===== src/pkg/stepper_pkg.sv =====
// constants, layouts and types shared by the step indexer design
// assumes a single 10 MHz clock and an apb register port with 32-bit data
package stepper_pkg;

    // clock rate and time figures
    localparam int CLOCK_HZ = 10000000;
    localparam int SLEEP_DELAY_US = 100;
    localparam int WAKE_MAX_MS = 10;
    // sleep entry is an exact delay, rounded up to whole cycles
    localparam int SLEEP_DELAY_CYCLES =
        (SLEEP_DELAY_US * (CLOCK_HZ / 1000) + 999) / 1000;
    // wake-up is a longest time, rounded down
    localparam int WAKE_CYCLES = WAKE_MAX_MS * (CLOCK_HZ / 1000);
    // pin edge to state change: three sync stages, filter, edge logic
    localparam int PIN_LATENCY = 5;

    // electrical angle index, 1/32 step units, 128 per cycle
    localparam int INDEX_W = 7;
    localparam logic [6:0] INDEX_HOME_FINE = 7'h00;
    localparam logic [6:0] INDEX_HOME_FULL = 7'h10;
    localparam logic [4:0] INDEX_MID_QUARTER = 5'h10;

    // resolution codes, bit 2 = select 0, bit 0 = select 2
    localparam logic [2:0] RES_FULL = 3'h0;
    localparam logic [2:0] RES_HALF_A = 3'h1;
    localparam logic [2:0] RES_HALF_B = 3'h2;
    localparam logic [2:0] RES_QUARTER = 3'h3;
    localparam logic [2:0] RES_EIGHTH = 3'h4;
    localparam logic [2:0] RES_SIXTEENTH = 3'h5;

    // stride of one step at each resolution
    localparam logic [6:0] STRIDE_FULL = 7'h20;
    localparam logic [6:0] STRIDE_HALF = 7'h10;
    localparam logic [6:0] STRIDE_QUARTER = 7'h08;
    localparam logic [6:0] STRIDE_EIGHTH = 7'h04;
    localparam logic [6:0] STRIDE_SIXTEENTH = 7'h02;
    localparam logic [6:0] STRIDE_FINEST = 7'h01;

    // current levels in percent
    localparam logic [7:0] CURRENT_FULL_PCT = 8'h64;

    // register byte offsets
    localparam logic [7:0] REG_CTRL = 8'h00;
    localparam logic [7:0] REG_STATUS = 8'h04;
    localparam logic [7:0] REG_CURRENT = 8'h08;
    localparam int CTRL_HOME_BIT = 0;
    localparam int CTRL_INHIBIT_BIT = 1;
    localparam logic CTRL_INHIBIT_RESET = 1'b0;

    // power sequencing states
    typedef enum logic [3:0] {
        ST_ACTIVE = 4'h1,
        ST_SLEEP_PEND = 4'h2,
        ST_ASLEEP = 4'h4,
        ST_WAKING = 4'h8
    } power_state_t;

    // host pins as one bundle
    typedef struct packed {
        logic step;
        logic direction_select;
        logic [2:0] resolution;
        logic enable;
        logic sleep_n;
        logic angle_reset;
        logic thermal_shutdown;
        logic overcurrent_detect;
    } pins_t;

    // pin levels assumed at reset: awake, everything else low
    localparam pins_t PINS_RESET = '{
        step: 1'b0, direction_select: 1'b0, resolution: 3'h0,
        enable: 1'b0, sleep_n: 1'b1, angle_reset: 1'b0,
        thermal_shutdown: 1'b0, overcurrent_detect: 1'b0};

    // status register layout
    typedef struct packed {
        logic [13:0] zero;
        power_state_t state;
        logic [2:0] resolution;
        logic outputs_on;
        logic fault_2;
        logic fault_1;
        logic monitor;
        logic [6:0] index;
    } status_t;

endpackage


===== src/rtl/pin_sync.sv =====
// three-stage synchroniser with agreement filter for a bundle of pins
// assumes pins are asynchronous to clock_in; reset is synchronous
`timescale 1ns/1ns
module pin_sync
    import stepper_pkg::*;
#(
    parameter int WIDTH = 1,
    parameter logic [WIDTH-1:0] INIT = '0
) (
    input wire logic clock_in,
    input wire logic reset_in,
    input wire logic [WIDTH-1:0] pins_in,
    output logic [WIDTH-1:0] level_out
);
    typedef struct packed {
        logic [WIDTH-1:0] first;
        logic [WIDTH-1:0] second;
        logic [WIDTH-1:0] third;
        logic [WIDTH-1:0] level;
    } sync_state_t;

    sync_state_t s_r;
    sync_state_t s_nxt;

    // first stage only feeds the second; level follows when 2 and 3 agree
    always_comb begin
        s_nxt = s_r;
        s_nxt.first = pins_in;
        s_nxt.second = s_r.first;
        s_nxt.third = s_r.second;
        for (int i = 0; i < WIDTH; i++) begin
            if (s_r.second[i] == s_r.third[i]) begin
                s_nxt.level[i] = s_r.third[i];
            end
        end
    end

    // state register
    always_ff @(posedge clock_in) begin
        if (reset_in) begin
            s_r <= '{first: INIT, second: INIT, third: INIT, level: INIT};
        end else begin
            s_r <= s_nxt;
        end
    end

    assign level_out = s_r.level;
endmodule


===== src/rtl/phase_current_table.sv =====
// sine and cosine current lookup for both phases from the angle index
// assumes a 7-bit index in 1/32 step units, purely combinational
`timescale 1ns/1ns
module phase_current_table
    import stepper_pkg::*;
(
    input wire logic [6:0] index_in,
    input wire logic boost_in,
    output logic signed [7:0] phase_a_out,
    output logic signed [7:0] phase_b_out
);
    // magnitude of sin(k * 90 / 32 degrees) in percent, k = 0..31
    localparam logic [7:0] SINE_PCT [32] = '{
        8'h00, 8'h05, 8'h0a, 8'h0f, 8'h14, 8'h18, 8'h1d, 8'h22,
        8'h26, 8'h2b, 8'h2f, 8'h33, 8'h38, 8'h3c, 8'h3f, 8'h43,
        8'h47, 8'h4a, 8'h4d, 8'h50, 8'h53, 8'h56, 8'h58, 8'h5a,
        8'h5c, 8'h5e, 8'h60, 8'h61, 8'h62, 8'h63, 8'h64, 8'h64};

    // lookup; the quarter point k = 32 is full current
    function automatic logic [7:0] sine_pct(input logic [5:0] k);
        logic [7:0] v;
        v = CURRENT_FULL_PCT;
        if (k < 6'h20) begin
            v = SINE_PCT[k[4:0]];
        end
        return v;
    endfunction

    logic [5:0] k;
    logic [5:0] k_rev;
    logic [7:0] sin_mag;
    logic [7:0] cos_mag;

    // quadrant split; mid-quadrant boosted to full in full and half a modes
    always_comb begin
        k = {1'b0, index_in[4:0]};
        k_rev = 6'h20 - k;
        sin_mag = sine_pct(k);
        cos_mag = sine_pct(k_rev);
        if (boost_in && index_in[4:0] == INDEX_MID_QUARTER) begin
            sin_mag = CURRENT_FULL_PCT;
            cos_mag = CURRENT_FULL_PCT;
        end
        case (index_in[6:5])
            2'h0: begin
                phase_a_out = $signed(cos_mag);
                phase_b_out = $signed(sin_mag);
            end
            2'h1: begin
                phase_a_out = -$signed(sin_mag);
                phase_b_out = $signed(cos_mag);
            end
            2'h2: begin
                phase_a_out = -$signed(cos_mag);
                phase_b_out = -$signed(sin_mag);
            end
            default: begin
                phase_a_out = $signed(sin_mag);
                phase_b_out = -$signed(cos_mag);
            end
        endcase
    end
endmodule


===== src/rtl/stepper_step_indexer.sv =====
// control logic of a two-phase stepping motor driver in clock-input mode
// assumes host pins are asynchronous and software uses an apb master
`timescale 1ns/1ns

// Notes on behaviour
// - While the angle reset input is high the index is held at home.
// - Each rising step edge while awake and not inhibited moves the index by one step of the resolution.
// - A falling step edge changes neither the index nor the currents.
// - Sleep request low puts the device to sleep 100 us later.
// - After sleep request returns high, normal operation is back in 10 ms.
// - A shutdown fault keeps the outputs off until one sleep and wake cycle.
// - Enable high switches the bridge on under normal current control.
// - Enable low switches the bridge off and leaves the outputs floating.
// - Direction high steps the index forward, low steps it backward.
// - The three resolution inputs pick full, half a/b, 1/4, 1/8, 1/16, 1/32.
// - Two fault flags report detected thermal or over-current errors.
// - Phase currents follow a sine/cosine table in 1/32 steps.
module stepper_step_indexer
    import stepper_pkg::*;
#(
    parameter int WAKE_CYCLES_P = WAKE_CYCLES,
    parameter int SLEEP_CYCLES_P = SLEEP_DELAY_CYCLES
) (
    input wire logic clock_in,
    input wire logic reset_in,
    input wire logic step_in,
    input wire logic direction_select_in,
    input wire logic resolution_select_0_in,
    input wire logic resolution_select_1_in,
    input wire logic resolution_select_2_in,
    input wire logic enable_in,
    input wire logic sleep_n_in,
    input wire logic angle_reset_in,
    input wire logic thermal_shutdown_in,
    input wire logic overcurrent_detect_in,
    input wire logic psel_in,
    input wire logic penable_in,
    input wire logic pwrite_in,
    input wire logic [7:0] paddr_in,
    input wire logic [31:0] pwdata_in,
    output logic [31:0] prdata_out,
    output logic pready_out,
    output logic pslverr_out,
    output logic signed [7:0] phase_a_current_out,
    output logic signed [7:0] phase_b_current_out,
    output logic outputs_on_out,
    output logic supply_on_out,
    output logic normal_mode_out,
    output logic fault_flag_1_out,
    output logic fault_flag_2_out,
    output logic angle_monitor_out
);
    // counter limits, trimmed by the pin synchroniser latency
    localparam int WAKE_LIMIT = WAKE_CYCLES_P - PIN_LATENCY;
    localparam int SLEEP_LIMIT = SLEEP_CYCLES_P - PIN_LATENCY;
    localparam int CNT_W = $clog2(WAKE_CYCLES_P + SLEEP_CYCLES_P + 1);
    localparam logic [CNT_W-1:0] WAKE_LAST = CNT_W'(WAKE_LIMIT - 1);
    localparam logic [CNT_W-1:0] SLEEP_LAST = CNT_W'(SLEEP_LIMIT - 1);

    // whole state of the block
    typedef struct packed {
        logic step_q;
        logic [6:0] index;
        power_state_t pstate;
        logic [CNT_W-1:0] count;
        logic fault_thermal;
        logic fault_overcurrent;
        logic inhibit;
        logic outputs_on;
        logic signed [7:0] phase_a;
        logic signed [7:0] phase_b;
        logic [31:0] prdata;
        logic pslverr;
    } core_state_t;

    core_state_t s_r;
    core_state_t s_nxt;

    pins_t pins_raw;
    pins_t pins;
    logic signed [7:0] table_a;
    logic signed [7:0] table_b;
    logic [6:0] home;
    logic [6:0] stride;
    logic boost;
    logic step_rise;
    logic logic_awake;
    logic wake_done;
    logic apb_setup;
    logic apb_access;
    logic home_write;
    status_t status;

    // step size per resolution code
    function automatic logic [6:0] stride_of(input logic [2:0] res);
        logic [6:0] v;
        v = STRIDE_FINEST;
        case (res)
            RES_FULL: v = STRIDE_FULL;
            RES_HALF_A: v = STRIDE_HALF;
            RES_HALF_B: v = STRIDE_HALF;
            RES_QUARTER: v = STRIDE_QUARTER;
            RES_EIGHTH: v = STRIDE_EIGHTH;
            RES_SIXTEENTH: v = STRIDE_SIXTEENTH;
            default: v = STRIDE_FINEST;
        endcase
        return v;
    endfunction

    // home position: full step rests on the both-phases point
    function automatic logic [6:0] home_of(input logic [2:0] res);
        logic [6:0] v;
        v = INDEX_HOME_FINE;
        if (res == RES_FULL) begin
            v = INDEX_HOME_FULL;
        end
        return v;
    endfunction

    // pins into the clock domain as one bundle
    always_comb begin
        pins_raw.step = step_in;
        pins_raw.direction_select = direction_select_in;
        pins_raw.resolution = {resolution_select_0_in,
                               resolution_select_1_in,
                               resolution_select_2_in};
        pins_raw.enable = enable_in;
        pins_raw.sleep_n = sleep_n_in;
        pins_raw.angle_reset = angle_reset_in;
        pins_raw.thermal_shutdown = thermal_shutdown_in;
        pins_raw.overcurrent_detect = overcurrent_detect_in;
    end

    pin_sync #(
        .WIDTH($bits(pins_t)),
        .INIT(PINS_RESET)
    ) u_pin_sync (
        .clock_in(clock_in),
        .reset_in(reset_in),
        .pins_in(pins_raw),
        .level_out(pins)
    );

    // current lookup from the present index
    phase_current_table u_table (
        .index_in(s_r.index),
        .boost_in(boost),
        .phase_a_out(table_a),
        .phase_b_out(table_b)
    );

    // decode of mode, edges and bus phases
    always_comb begin
        stride = stride_of(pins.resolution);
        home = home_of(pins.resolution);
        boost = (pins.resolution == RES_FULL) ||
                (pins.resolution == RES_HALF_A);
        step_rise = pins.step && !s_r.step_q;
        logic_awake = (s_r.pstate == ST_ACTIVE) ||
                      (s_r.pstate == ST_SLEEP_PEND);
        apb_setup = psel_in && !penable_in;
        apb_access = psel_in && penable_in;
        home_write = apb_access && pwrite_in && paddr_in == REG_CTRL &&
                     pwdata_in[CTRL_HOME_BIT];
        wake_done = (s_r.pstate == ST_WAKING) && pins.sleep_n &&
                    (s_r.count == WAKE_LAST);
    end

    // status word as software sees it
    always_comb begin
        status = '0;
        status.state = s_r.pstate;
        status.resolution = pins.resolution;
        status.outputs_on = s_r.outputs_on;
        status.fault_2 = s_r.fault_overcurrent;
        status.fault_1 = s_r.fault_thermal;
        status.monitor = (s_r.index == home);
        status.index = s_r.index;
    end

    // next state of the whole block
    always_comb begin
        s_nxt = s_r;
        s_nxt.step_q = pins.step;

        // power sequencing
        case (s_r.pstate)
            ST_ACTIVE: begin
                if (!pins.sleep_n) begin
                    s_nxt.pstate = ST_SLEEP_PEND;
                    s_nxt.count = '0;
                end
            end
            ST_SLEEP_PEND: begin
                if (pins.sleep_n) begin
                    s_nxt.pstate = ST_ACTIVE;
                end else if (s_r.count == SLEEP_LAST) begin
                    s_nxt.pstate = ST_ASLEEP;
                end else begin
                    s_nxt.count = s_r.count + 1'b1;
                end
            end
            ST_ASLEEP: begin
                if (pins.sleep_n) begin
                    s_nxt.pstate = ST_WAKING;
                    s_nxt.count = '0;
                end
            end
            ST_WAKING: begin
                if (!pins.sleep_n) begin
                    s_nxt.pstate = ST_ASLEEP;
                end else if (wake_done) begin
                    s_nxt.pstate = ST_ACTIVE;
                end else begin
                    s_nxt.count = s_r.count + 1'b1;
                end
            end
            default: begin
                s_nxt.pstate = ST_ACTIVE;
            end
        endcase

        // shutdown latches: a new fault wins over the wake-up clear
        s_nxt.fault_thermal = pins.thermal_shutdown ||
                              (s_r.fault_thermal && !wake_done);
        s_nxt.fault_overcurrent = pins.overcurrent_detect ||
                                  (s_r.fault_overcurrent && !wake_done);

        // angle index: reset pin or software home first, then steps
        if (pins.angle_reset || home_write) begin
            s_nxt.index = home;
        end else if (step_rise && logic_awake && !s_r.inhibit) begin
            if (pins.direction_select) begin
                s_nxt.index = s_r.index + stride;
            end else begin
                s_nxt.index = s_r.index - stride;
            end
        end

        // bridge on only when enabled, awake and free of faults
        s_nxt.outputs_on = pins.enable && logic_awake &&
                           !s_nxt.fault_thermal &&
                           !s_nxt.fault_overcurrent;

        // current references track the index, one cycle behind
        s_nxt.phase_a = table_a;
        s_nxt.phase_b = table_b;

        // apb: read data and error prepared in the setup cycle
        if (apb_setup) begin
            s_nxt.pslverr = 1'b0;
            s_nxt.prdata = '0;
            case (paddr_in)
                REG_CTRL: begin
                    s_nxt.prdata[CTRL_INHIBIT_BIT] = s_r.inhibit;
                end
                REG_STATUS: begin
                    s_nxt.prdata = status;
                end
                REG_CURRENT: begin
                    s_nxt.prdata[15:0] = {s_r.phase_b, s_r.phase_a};
                end
                default: begin
                    s_nxt.pslverr = 1'b1;
                end
            endcase
        end

        // apb write takes effect at the access edge
        if (apb_access && pwrite_in && paddr_in == REG_CTRL) begin
            s_nxt.inhibit = pwdata_in[CTRL_INHIBIT_BIT];
        end
    end

    // state register
    always_ff @(posedge clock_in) begin
        if (reset_in) begin
            s_r <= '{
                step_q: 1'b0,
                index: INDEX_HOME_FINE,
                pstate: ST_ACTIVE,
                count: '0,
                fault_thermal: 1'b0,
                fault_overcurrent: 1'b0,
                inhibit: CTRL_INHIBIT_RESET,
                outputs_on: 1'b0,
                phase_a: '0,
                phase_b: '0,
                prdata: '0,
                pslverr: 1'b0};
        end else begin
            s_r <= s_nxt;
        end
    end

    // apb answers with no wait state
    assign pready_out = apb_access;
    assign pslverr_out = apb_access && s_r.pslverr;
    assign prdata_out = s_r.prdata;

    // motor-side outputs
    assign phase_a_current_out = s_r.phase_a;
    assign phase_b_current_out = s_r.phase_b;
    assign outputs_on_out = s_r.outputs_on;
    assign supply_on_out = (s_r.pstate != ST_ASLEEP);
    assign normal_mode_out = (s_r.pstate == ST_ACTIVE);
    assign fault_flag_1_out = s_r.fault_thermal;
    assign fault_flag_2_out = s_r.fault_overcurrent;
    assign angle_monitor_out = (s_r.index == home);
endmodule


===== config.mk =====
export PLATFORM = sky130hd
export DESIGN_NAME = stepper_step_indexer
export DESIGN_NICKNAME = d
export VERILOG_FILES = /design/src/pkg/stepper_pkg.sv /design/src/rtl/pin_sync.sv /design/src/rtl/phase_current_table.sv /design/src/rtl/stepper_step_indexer.sv
export SDC_FILE = /design/constraint.sdc
export NUM_CORES = 1
export LEC_CHECK = 0
export ABC_AREA = 1
export BUFFER_PORTS_ARGS = -buffer_cell sky130_fd_sc_hd__clkbuf_2
export CORE_ASPECT_RATIO = 1.2
export CORE_UTILIZATION = 50
export CTS_CLUSTER_DIAMETER = 80
export DETAILED_ROUTE_END_ITERATION = 8
export PLACE_DENSITY = 0.72
export SYNTH_ARGS = -nofsm -noshare
export SYNTH_HDL_FRONTEND = slang
export SYNTH_SLANG_ARGS = --single-unit
export TNS_END_PERCENT = 1

===== constraint.sdc =====
create_clock -name clock_in -period 3.9 [get_ports clock_in]
set_input_delay 0.585 -clock clock_in [delete_from_list [all_inputs] [get_ports clock_in]]
set_output_delay 0.585 -clock clock_in [all_outputs]
set_load 0.02 [all_outputs]

Word level (Yosys, flattened, before mapping)
Memories as Yosys holds them, arrays and structs flattened. Cells that the tools add are included. W data, S select, Z words.

Register bits after elaboration: 122. ROM bits: 512. Input port bits: 55. Output and inout port bits: 56. Logic and storage cells: 142. Memories: 2.

Add/subtract/negate cells: 6. $lt $le $gt $ge: 3. Eq/ne operators: 36. Multiplexer cells: 31. Bitwise logic cells: 2. Reduce and logical (&&, ||, !) cells: 37.

Memory list: (no name shown) (depth 32, width 8, rd ports 1, clocked after memory_dff 0, wr ports 0, line phase_current_table.sv:24) `v = SINE_PCT[k[4:0]];`; (no name shown) (depth 32, width 8, rd ports 1, clocked after memory_dff 0, wr ports 0, line phase_current_table.sv:24).

Operators by type and width (number): $mux W17 (4); $pmux W17 S4 (1); $mux W8 (7); $pmux W8 S3 (2); $mux W21 (2); $pmux W6 S5 (1); $pmux W14 S2 (1); $mux W7 (3); $add A17 B1 Y17 const B (1); $eq A17 B10 Y1 const B (1); $eq A17 B17 Y1 const B (1); $logic_and A1 B1 Y1 (17); $mux W4 (4); $neg A8 Y8 (2); $pmux W4 S4 (1); $ge A6 B6 Y1 const B (2); $not A5 Y6 (2); $eq A1 B1 Y1 (10); $eq A8 B3 Y1 const B (1); $eq A8 B4 Y1 const B (1); $logic_not A8 Y1 (1); $ne A2 B2 Y1 const B (4); $add A7 B7 Y7 (1); $eq A7 B7 Y1 (1); 32 further kinds (44).

Logic depth before layout (Yosys ltp)
Gate-level depths: netlist (run 1).

Depth after elaboration: 9. Depth in mapped cells: 21. Depth with buffers taken out: 20.

By module
From an unflattened synthesis (run 1), not the netlist that was laid out.

Cells, all modules: 1121. Area total of the unflattened synthesis: 7230.7 um2.

Modules (own cells, without submodules): stepper_step_indexer (times used 1, cells each 649, area each 4217.8 um2, sequential area each 1361.3 um2); phase_current_table (times used 1, cells each 326, area each 1742.9 um2, sequential area each 0.0 um2); pin_sync (times used 1, cells each 146, area each 1270.0 um2, sequential area each 800.8 um2).

Least setup slack after synthesis (run 1)
OpenSTA, ideal clock, no wires.

Path kind: reg-to-reg. Start: register s_r[75] in the netlist's numbering. End: register s_r, in the netlist phase_b_current_out[4]. Library setup time: 0.114 ns. Data arrival time: 2.786 ns. Required time: 3.786 ns. Path slack: 1.000 ns. Stages on the path, launching flop included: 21. Path buffers: 1. Period minus slack after synthesis: 2.900 ns. Path through: dfxtp_1 > inv_1 > ha_1 > nand2_2 > buf_6 > nor2_1 > ha_1 > inv_1 > nand2_1 > inv_2 > nand2_1 > nand3_1 > nor2_2 > inv_1 > ha_1 > inv_1 > nor2_4 > nand2_1 > nand2_1 > a21oi_1 > nor2_1.

Longest elaborated chain between the ends: 9. Elaborated cells between the ends (all ways): 18. Classes of those cells: 3 x add/sub; 1 x order compare; 1 x eq/ne; 8 x mux; 2 x bitwise; 1 x reduce/logical; 2 x memory.

Ends and longest elaborated chain: from (decl) (line stepper_step_indexer.sv:76) `core_state_t s_r;`; from (signal assigned) (line stepper_step_indexer.sv:278) `s_r <= '{`; from (signal assigned) (line stepper_step_indexer.sv:292) `s_r <= s_nxt;`; $sub A6 B5 Y6 (line phase_current_table.sv:37) `k_rev = 6'h20 - k;`; $not A5 Y6 (not written as such) (line phase_current_table.sv:24); $mem_v2 Z32 W8; $mux W8 (not written as such) (2 in a row) (line phase_current_table.sv:24); $mux W8 (line phase_current_table.sv:23) `if (k < 6'h20) begin`; $mux W8 (line phase_current_table.sv:40) `if (boost_in && index_in[4:0] == INDEX_MID_QUARTER) begin`; $neg A8 Y8 (line phase_current_table.sv:59) `phase_b_out = -$signed(cos_mag);`; $pmux W8 S3 * (line phase_current_table.sv:44) `case (index_in[6:5])`.

Every way passes the cells marked *; elsewhere a longest branch is shown, timed or not. The select of a mux whose other input is x is not followed. A chain may end at the register's enable or synchronous reset.

Final worst setup path (run 1)
Start: register s_r[74] in the netlist's numbering. End: register s_r, in the netlist phase_a_current_out[6].

Longest elaborated chain between the ends: 9. Elaborated cells between the ends (all ways): 18. Classes of those cells: 3 x add/sub; 1 x order compare; 1 x eq/ne; 8 x mux; 2 x bitwise; 1 x reduce/logical; 2 x memory.

Ends and longest elaborated chain: $sub A6 B5 Y6 (line phase_current_table.sv:37); $not A5 Y6 (not written as such) (line phase_current_table.sv:24); $mem_v2 Z32 W8; $mux W8 (not written as such) (2 in a row) (line phase_current_table.sv:24); $mux W8 (line phase_current_table.sv:23); $mux W8 (line phase_current_table.sv:40); $neg A8 Y8 (line phase_current_table.sv:54) `phase_a_out = -$signed(cos_mag);`; $pmux W8 S3 * (line phase_current_table.sv:44).

Marked as above.

==> out/results.txt, run 1 <==
Fin. Hold Viols - 0
Peak supply drop - 0.000333 V
Num rows - 45
CTS H-tree lvls - 3
Syn Std Cell Area - 6580 µm²
Clk pin slew, worst setup/hold paths - 0.08 ns
Synth top area share - 32.9%
GPL Wtd Cong - 0.891
DRC - 0
Worst setup SP type - flop
Hold path endpoint - u_pin_sync.s_nxt[18]
Total negative slack - 0 ns
Worst R2R End - phase_a_current_out[6]
Cell at the slowest stage of the critical path - dfxtp_1
WL final - 15,500 µm
Pre-CTS setup slack - 0.771 ns
Total vias in the final route - 6,004
Initial antenna violation count - 0
Die ar. - 13,600 µm²
Max FO, Critical Path - 10
I/O Buffers - 66
Count leader, synth - nand2_1
Critical Path AT - 3.44 ns
Area growth, synth to finish - 6.62%
Core ar. - 12,700 µm²
Leakage - 0.00331 µW
Die Ht - 128 µm
Pwr Density - 363 nW/µm²
Root buf cell - clkbuf_16
Total grt overflow - 0
Power Total - 2550 µW
Largest net degree at the start of global routing - 81
Max clock buf depth - 2
CTS sink cnt - 108
WP data required - 4.19 ns
Vias per inst - 5.18
Starting Density - 51.7%
Post-DP HPWL - 11,400 µm
Share of layout cells above drive strength 1 - 14.8%
R2R Path Start - s_r[74]
CTS Buf Count - 9
Synth cell count leaders - 187 x nand2_1, 117 x inv_1, 115 x nor2_1, 108 x dfxtp_1, 70 x o21ai_0
Initial detailed-routing violation count - 351
CTS resizes - 0
Io pins - 111
Worst-Skew Late Latency - 0.36 ns
Worst-case reg-to-reg path depth - 20
Worst path max stage delay - 0.53 ns
Worst Hold Class - flop to flop
Worst slew pin tran - 0.809 ns
Yosys reg bits - 108
CTS Hold Bufs - 0
Unrepaired setup endpoints after global routing - false
Post-synth top area cell - dfxtp_1
Yosys cell types - 43
Worst Setup Slack, final - 0.748 ns
Total Nets Final - 1,071
Status - finished, final reports clean
Fin. max-slew vios - 0
Tcrit/Tclk final - 80.8%
Post-synth EDFFs - 0
Die span in x - 107 µm
Hold Crit Start - u_pin_sync.s_nxt[28]
Synth async-reset ratio - 0%
Routed Antenna Nets - 0
Core Util, Final - 55.1%
Synth Flop Type - dfxtp_1
Number of global-route vias before repair - 5,342
Crit path cell chain - inv_2, ha_1, nand2_2, nor2_1, ha_1, inv_1, nand2_1, inv_2, nand2_1, nand3_1, nor2_2, inv_1, ha_1, inv_1, nor2_4, nand2_1, nand2_1, nand2_1, nand2_1, a21oi_1
Critical path class - flop to flop
Critical Path End Type - flop
Top cells by area, synth - dfxtp_1 33%, nand2_1 11%, inv_1 6.7%
Wire length per cell - 13.3 µm
First-pass GRT wire length - 26,000 µm
Total GRT Usage - 23.9%
Hold path cells - 2
Achievable frequency - 317 MHz
Worst slew margin - 45.9%
Post-CTS Setup Inserts - 0
Layout Skew - 0.0122 ns
CTS tree - built
Post-Syn Instances - 972
DR pass1 iterations - 5
Final setup viols - 0
# diodes - 0
Sequential share of the synthesized area - 32.9%
Average size of a mapped cell - 6.77 µm²
Ys Warns - 0
Reg2Reg Setup Slack - 0.75 ns
Max Cap Viol - 0
Fin crit period - 3.15 ns
Most frequent CP cell - nand2_1
[worst max-delay path, delay by kind of cell (launching register included)]
kind	cells	cell delay [ns]
compound gates	1	0.14
simple gates	11	0.93
buf+inv	5	0.57
flops	1	0.53
fa+ha+maj	3	0.91
[cell type report]
class	count	area, µm²
multi-input combinational	669	3460
timing repair buffer	73	383
clock inverter	6	75.1
sequential	108	2160
clock buffer	10	239
fill	1308	5710
tap	164	205
inverter	130	493
[cells in the final DEF, fill, tap and decap left out, types with 3 or more instances in the layout]
master and count:
nand2_1 187, inv_1 117, nor2_1 115, dfxtp_1 108
o21ai_0 70, nand3_1 67, clkbuf_2 66, a21oi_1 64
ha_1 24, xor2_1 15, conb_1 14, inv_2 12
nor3_1 12, nand2_2 11, nand4_1 10, o21ai_1 9
a211oi_1 9, clkbuf_16 9, nand3_2 8, buf_4 7
nor2_2 6, nor3_2 6, nor4_1 6, o211ai_1 5
or2_2 4, inv_6 3, nand2_4 3, a31oi_1 3
nor2_4 3
[state kept, by name (all words and copies together), names as in the netlist]
register / flops
u_pin_sync.level_out: 10
phase_b_current_out: 8
fault_flag_1_out: 1
fault_flag_2_out: 1
u_pin_sync.s_nxt: 20
prdata_out: 18
u_pin_sync.s_r: 10
s_r: 31
outputs_on_out: 1
phase_a_current_out: 8
[worst max path at each step]
stage	from	end
4_1_cts	s_r[74]	phase_a_current_out[6]
6_report	s_r[74]	phase_a_current_out[6]
5_1_grt	s_r[74]	phase_a_current_out[6]
2_1_floorplan	s_r[75]	phase_b_current_out[4]
3_3_place_gp	s_r[74]	phase_a_current_out[6]
3_5_place_dp	s_r[74]	phase_a_current_out[6]
[logic make-up after synthesis]
| kind of cell | Yosys count | synth area share [%] |
|---|---|---|
| simple gates | 444 | 30.7 |
| flops | 108 | 32.9 |
| xor+xnor | 17 | 2.26 |
| fa+ha+maj | 25 | 4.87 |
| compound gates | 169 | 13.9 |
| buf+inv | 208 | 15.3 |
| other cells | 1 | 0.0570 |
[metal layers]
layer  wire [µm]  GRT usage [%]  vias to the layer above
li1            -              -                     3097
met1        6980           30.5                     2730
met2        7480           40.8                      159
met3         726           4.64                       18
met4         284           6.77                        0
met5           0              0                        -
[where the power goes]
part,internal [µW],total [µW],switching [µW],leakage [µW]
Combinational,107,404,297,0.00227
Sequential,1150,1170,29.5,0.000880
Clock,529,969,441,0.000157
Total,1780,2550,768,0.00331
[per-stage QoR]
step	std cells	cell area (µm²)	hold WS, ns
floorplan	985	6630	0.388
global placement	1144	6700	0.389
detailed placement	1144	6700	0.392
CTS	1160	7010	0.386
global route	1160	7010	0.397
finish	1160	7010	0.399
(Power assumes the default switching activity.)
==> run 2, diff against run 1 <==
--- a/config.mk
+++ b/config.mk
@@ -11,7 +11,7 @@
 export CORE_UTILIZATION = 50
 export CTS_CLUSTER_DIAMETER = 80
 export DETAILED_ROUTE_END_ITERATION = 8
-export PLACE_DENSITY = 0.72
+export PLACE_DENSITY = 0.75
 export SYNTH_ARGS = -nofsm -noshare
 export SYNTH_HDL_FRONTEND = slang
 export SYNTH_SLANG_ARGS = --single-unit
==> constraint.sdc (replaced) <==
create_clock -name clock_in -period 2.6 [get_ports clock_in]
set_input_delay 0.39 -clock clock_in [delete_from_list [all_inputs] [get_ports clock_in]]
set_output_delay 0.39 -clock clock_in [all_outputs]
set_load 0.02 [all_outputs]
==> run 2 against run 1 <==
Against the previous run:
- critical path type unchanged
- clock power grew 43%
- combinational power grew 58%
- worst hold slack got worse by 0.19 ns
- clock-buffer cell count fell by 1
- sequential share of layout area down 0.87 points
- die area did not move
- cell count up 1.9%
- design area up 3.3%
- sequential power grew 50%
==> out/results.txt, run 2 (synthesis results as in run 1) <==
Num rows - 45 (unchanged)
Post-CTS Setup Inserts - 0 (unchanged)
WL final - 15,900 µm (was 15,500 µm)
Fin. max-slew vios - 0 (unchanged)
Total vias in the final route - 6,156 (was 6,004)
Worst slew margin - 46.2% (was 45.9%)
Max clock buf depth - 2 (unchanged)
Leakage - 0.00341 µW (was 0.00331 µW)
Total grt overflow - 0 (unchanged)
Finished Cell Area - 7240 µm² (was 7010 µm²)
Pwr Density - 523 nW/µm² (was 363 nW/µm²)
Area growth, synth to finish - 10.1% (was 6.62%)
GPL Wtd Cong - 0.918 (was 0.891)
Max FO, Critical Path - 5 (was 10)
Total GRT Usage - 23.9% (about the same)
CTS H-tree lvls - 3 (unchanged)
Vias per inst - 5.21 (was 5.18)
Placed Area - 6880 µm² (was 6700 µm²)
Critical Path AT - 2.66 ns (was 3.44 ns)
CTS Hold Bufs - 0 (unchanged)
Share of layout cells above drive strength 1 - 17.9% (was 14.8%)
Final setup viols - 0 (unchanged)
CP delay by family, top - simple AND/OR/NAND/NOR gates (unchanged)
Root buf cell - clkbuf_16 (unchanged)
Fin crit period - 2.44 ns (was 3.15 ns)
Max Cap Viol - 0 (unchanged)
Core ar. - 12,700 µm² (unchanged)
CTS tree - built (unchanged)
DR pass1 iterations - 5 (unchanged)
# diodes - 0 (unchanged)
WP data required - 2.82 ns (was 4.19 ns)
Number of global-route vias before repair - 5,474 (was 5,342)
Peak supply drop - 0.000342 V (was 0.000333 V)
Critical Path End Type - flop (unchanged)
Largest net degree at the start of global routing - 81 (unchanged)
Unrepaired setup endpoints after global routing - true (was false)
Worst path max stage delay - 0.36 ns (was 0.53 ns)
Reg2Reg Setup Slack - 0.16 ns (was 0.75 ns)
Commonest non-fill, non-tap cell in the layout - nand2_1 (unchanged)
Initial antenna violation count - 0 (unchanged)
Layout Skew - 0.0125 ns (was 0.0122 ns)
Hold Crit Start - sleep_n_in (was u_pin_sync.s_nxt[28])
Tcrit/Tclk final - 94.0% (was 80.8%)
Critical path class - flop to flop (unchanged)
Die Ht - 128 µm (unchanged)
Wire length per cell - 13.5 µm (was 13.3 µm)
Worst setup SP type - flop (unchanged)
Worst slew pin tran - 0.807 ns (was 0.809 ns)
Routed Antenna Nets - 0 (unchanged)
Hold Slack - 0.214 ns (was 0.399 ns)
Achievable frequency - 409 MHz (was 317 MHz)
Fin. Hold Viols - 0 (unchanged)
CTS Buf Count - 9 (unchanged)
Worst R2R End - phase_b_current_out[1] (was phase_a_current_out[6])
Status - finished, final reports clean (unchanged)
Power Total - 3790 µW (was 2550 µW)
Worst-case reg-to-reg path depth - 14 (was 20)
Leading cell types in the layout, fill and taps excluded - 187 x nand2_1, 114 x inv_1, 113 x nor2_1 (was 187 x nand2_1, 117 x inv_1, 115 x nor2_1)
Register bank with the most flops - s_r (unchanged)
Clk pin slew, worst setup/hold paths - 0.09 ns (was 0.08 ns)
Io pins - 111 (unchanged)
Post-DP HPWL - 11,900 µm (was 11,400 µm)
Worst Hold Class - primary input to flop (was flop to flop)
CTS resizes - 0 (unchanged)
Die ar. - 13,600 µm² (unchanged)
Worst-Skew Late Latency - 0.35 ns (was 0.36 ns)
Cell at the slowest stage of the critical path - dfxtp_4 (was dfxtp_1)
CTS sink cnt - 108 (unchanged)
Starting Density - 51.7% (unchanged)
Hold path endpoint - u_pin_sync.s_nxt[23] (was u_pin_sync.s_nxt[18])
Total Nets Final - 1,093 (was 1,071)
R2R Path Start - s_r[75] (was s_r[74])
Total negative slack - 0 ns (unchanged)
CP bufs+invs - 3 (was 5)
Hold path cells - 2 (unchanged)
Largest register FFs - 31 (unchanged)
I/O Buffers - 66 (unchanged)
Crit path cell chain - inv_4, ha_2, nand2_2, nor2_4, ha_4, nand3_2, nand2_2, inv_1, nand3_1, nand2_1, inv_2, ha_2, a221oi_1, a21oi_1 (was inv_2, ha_1, nand2_2, nor2_1, ha_1, inv_1, nand2_1, inv_2, nand2_1, nand3_1, nor2_2, inv_1, ha_1, inv_1, nor2_4, nand2_1, nand2_1, nand2_1, nand2_1, a21oi_1)
Die span in x - 107 µm (unchanged)
Initial detailed-routing violation count - 557 (was 351)
DRC - 0 (unchanged)
First-pass GRT wire length - 26,300 µm (was 26,000 µm)
-- run 2: worst max-delay path by stage --
stage / start / end / depth (start not counted)
CTS: s_r[74] / phase_b_current_out[6] / 20
finish: s_r[75] / phase_b_current_out[1] / 14
global placement: s_r[74] / phase_b_current_out[6] / 20
global route: s_r[75] / phase_b_current_out[6] / 19
detailed placement: s_r[74] / phase_b_current_out[6] / 20
floorplan: s_r[74] / phase_b_current_out[4] / 20
-- run 2: per-stage QoR --
step / worst slack (ns) / util, % / std cells
global placement: 0.126 / 54.1 / 1166
finish: 0.157 / 56.9 / 1182
detailed placement: 0.0668 / 54.1 / 1166
floorplan: 0.0130 / - / 985
CTS: 0.0440 / 56.5 / 1182
global route: -0.00742 / 56.9 / 1182
-- run 2: final cells by class --
cell class,count,area (µm²)
sequential,108,2170
multi-input combinational,669,3510
fill,1250,5480
tap,164,205
timing repair buffer,95,548
clock inverter,7,86.3
clock buffer,9,225
inverter,130,500
-- run 2: power by group --
part	internal, µW	switching, µW
Sequential	1720	41.3
Combinational	178	462
Clock	691	700
-- run 2: worst reg2reg max path, stage by stage (launching register included) --
cell and delay (ns):
dfxtp_4 0.36, inv_4 0.05, ha_2 0.18, nand2_2 0.08, nor2_4 0.12, ha_4 0.14
nand3_2 0.13, nand2_2 0.13, inv_1 0.09, nand3_1 0.09, nand2_1 0.11, inv_2 0.11
ha_2 0.28, a221oi_1 0.33, a21oi_1 0.13
-- run 2: layer usage --
layer	global-route usage (%)	share of wire, %	up-vias
met4	9.11	2.4	0
met5	0	0	-
met1	31.7	45	2753
li1	-	-	3154
met3	2.30	5.3	34
met2	39.9	47	215
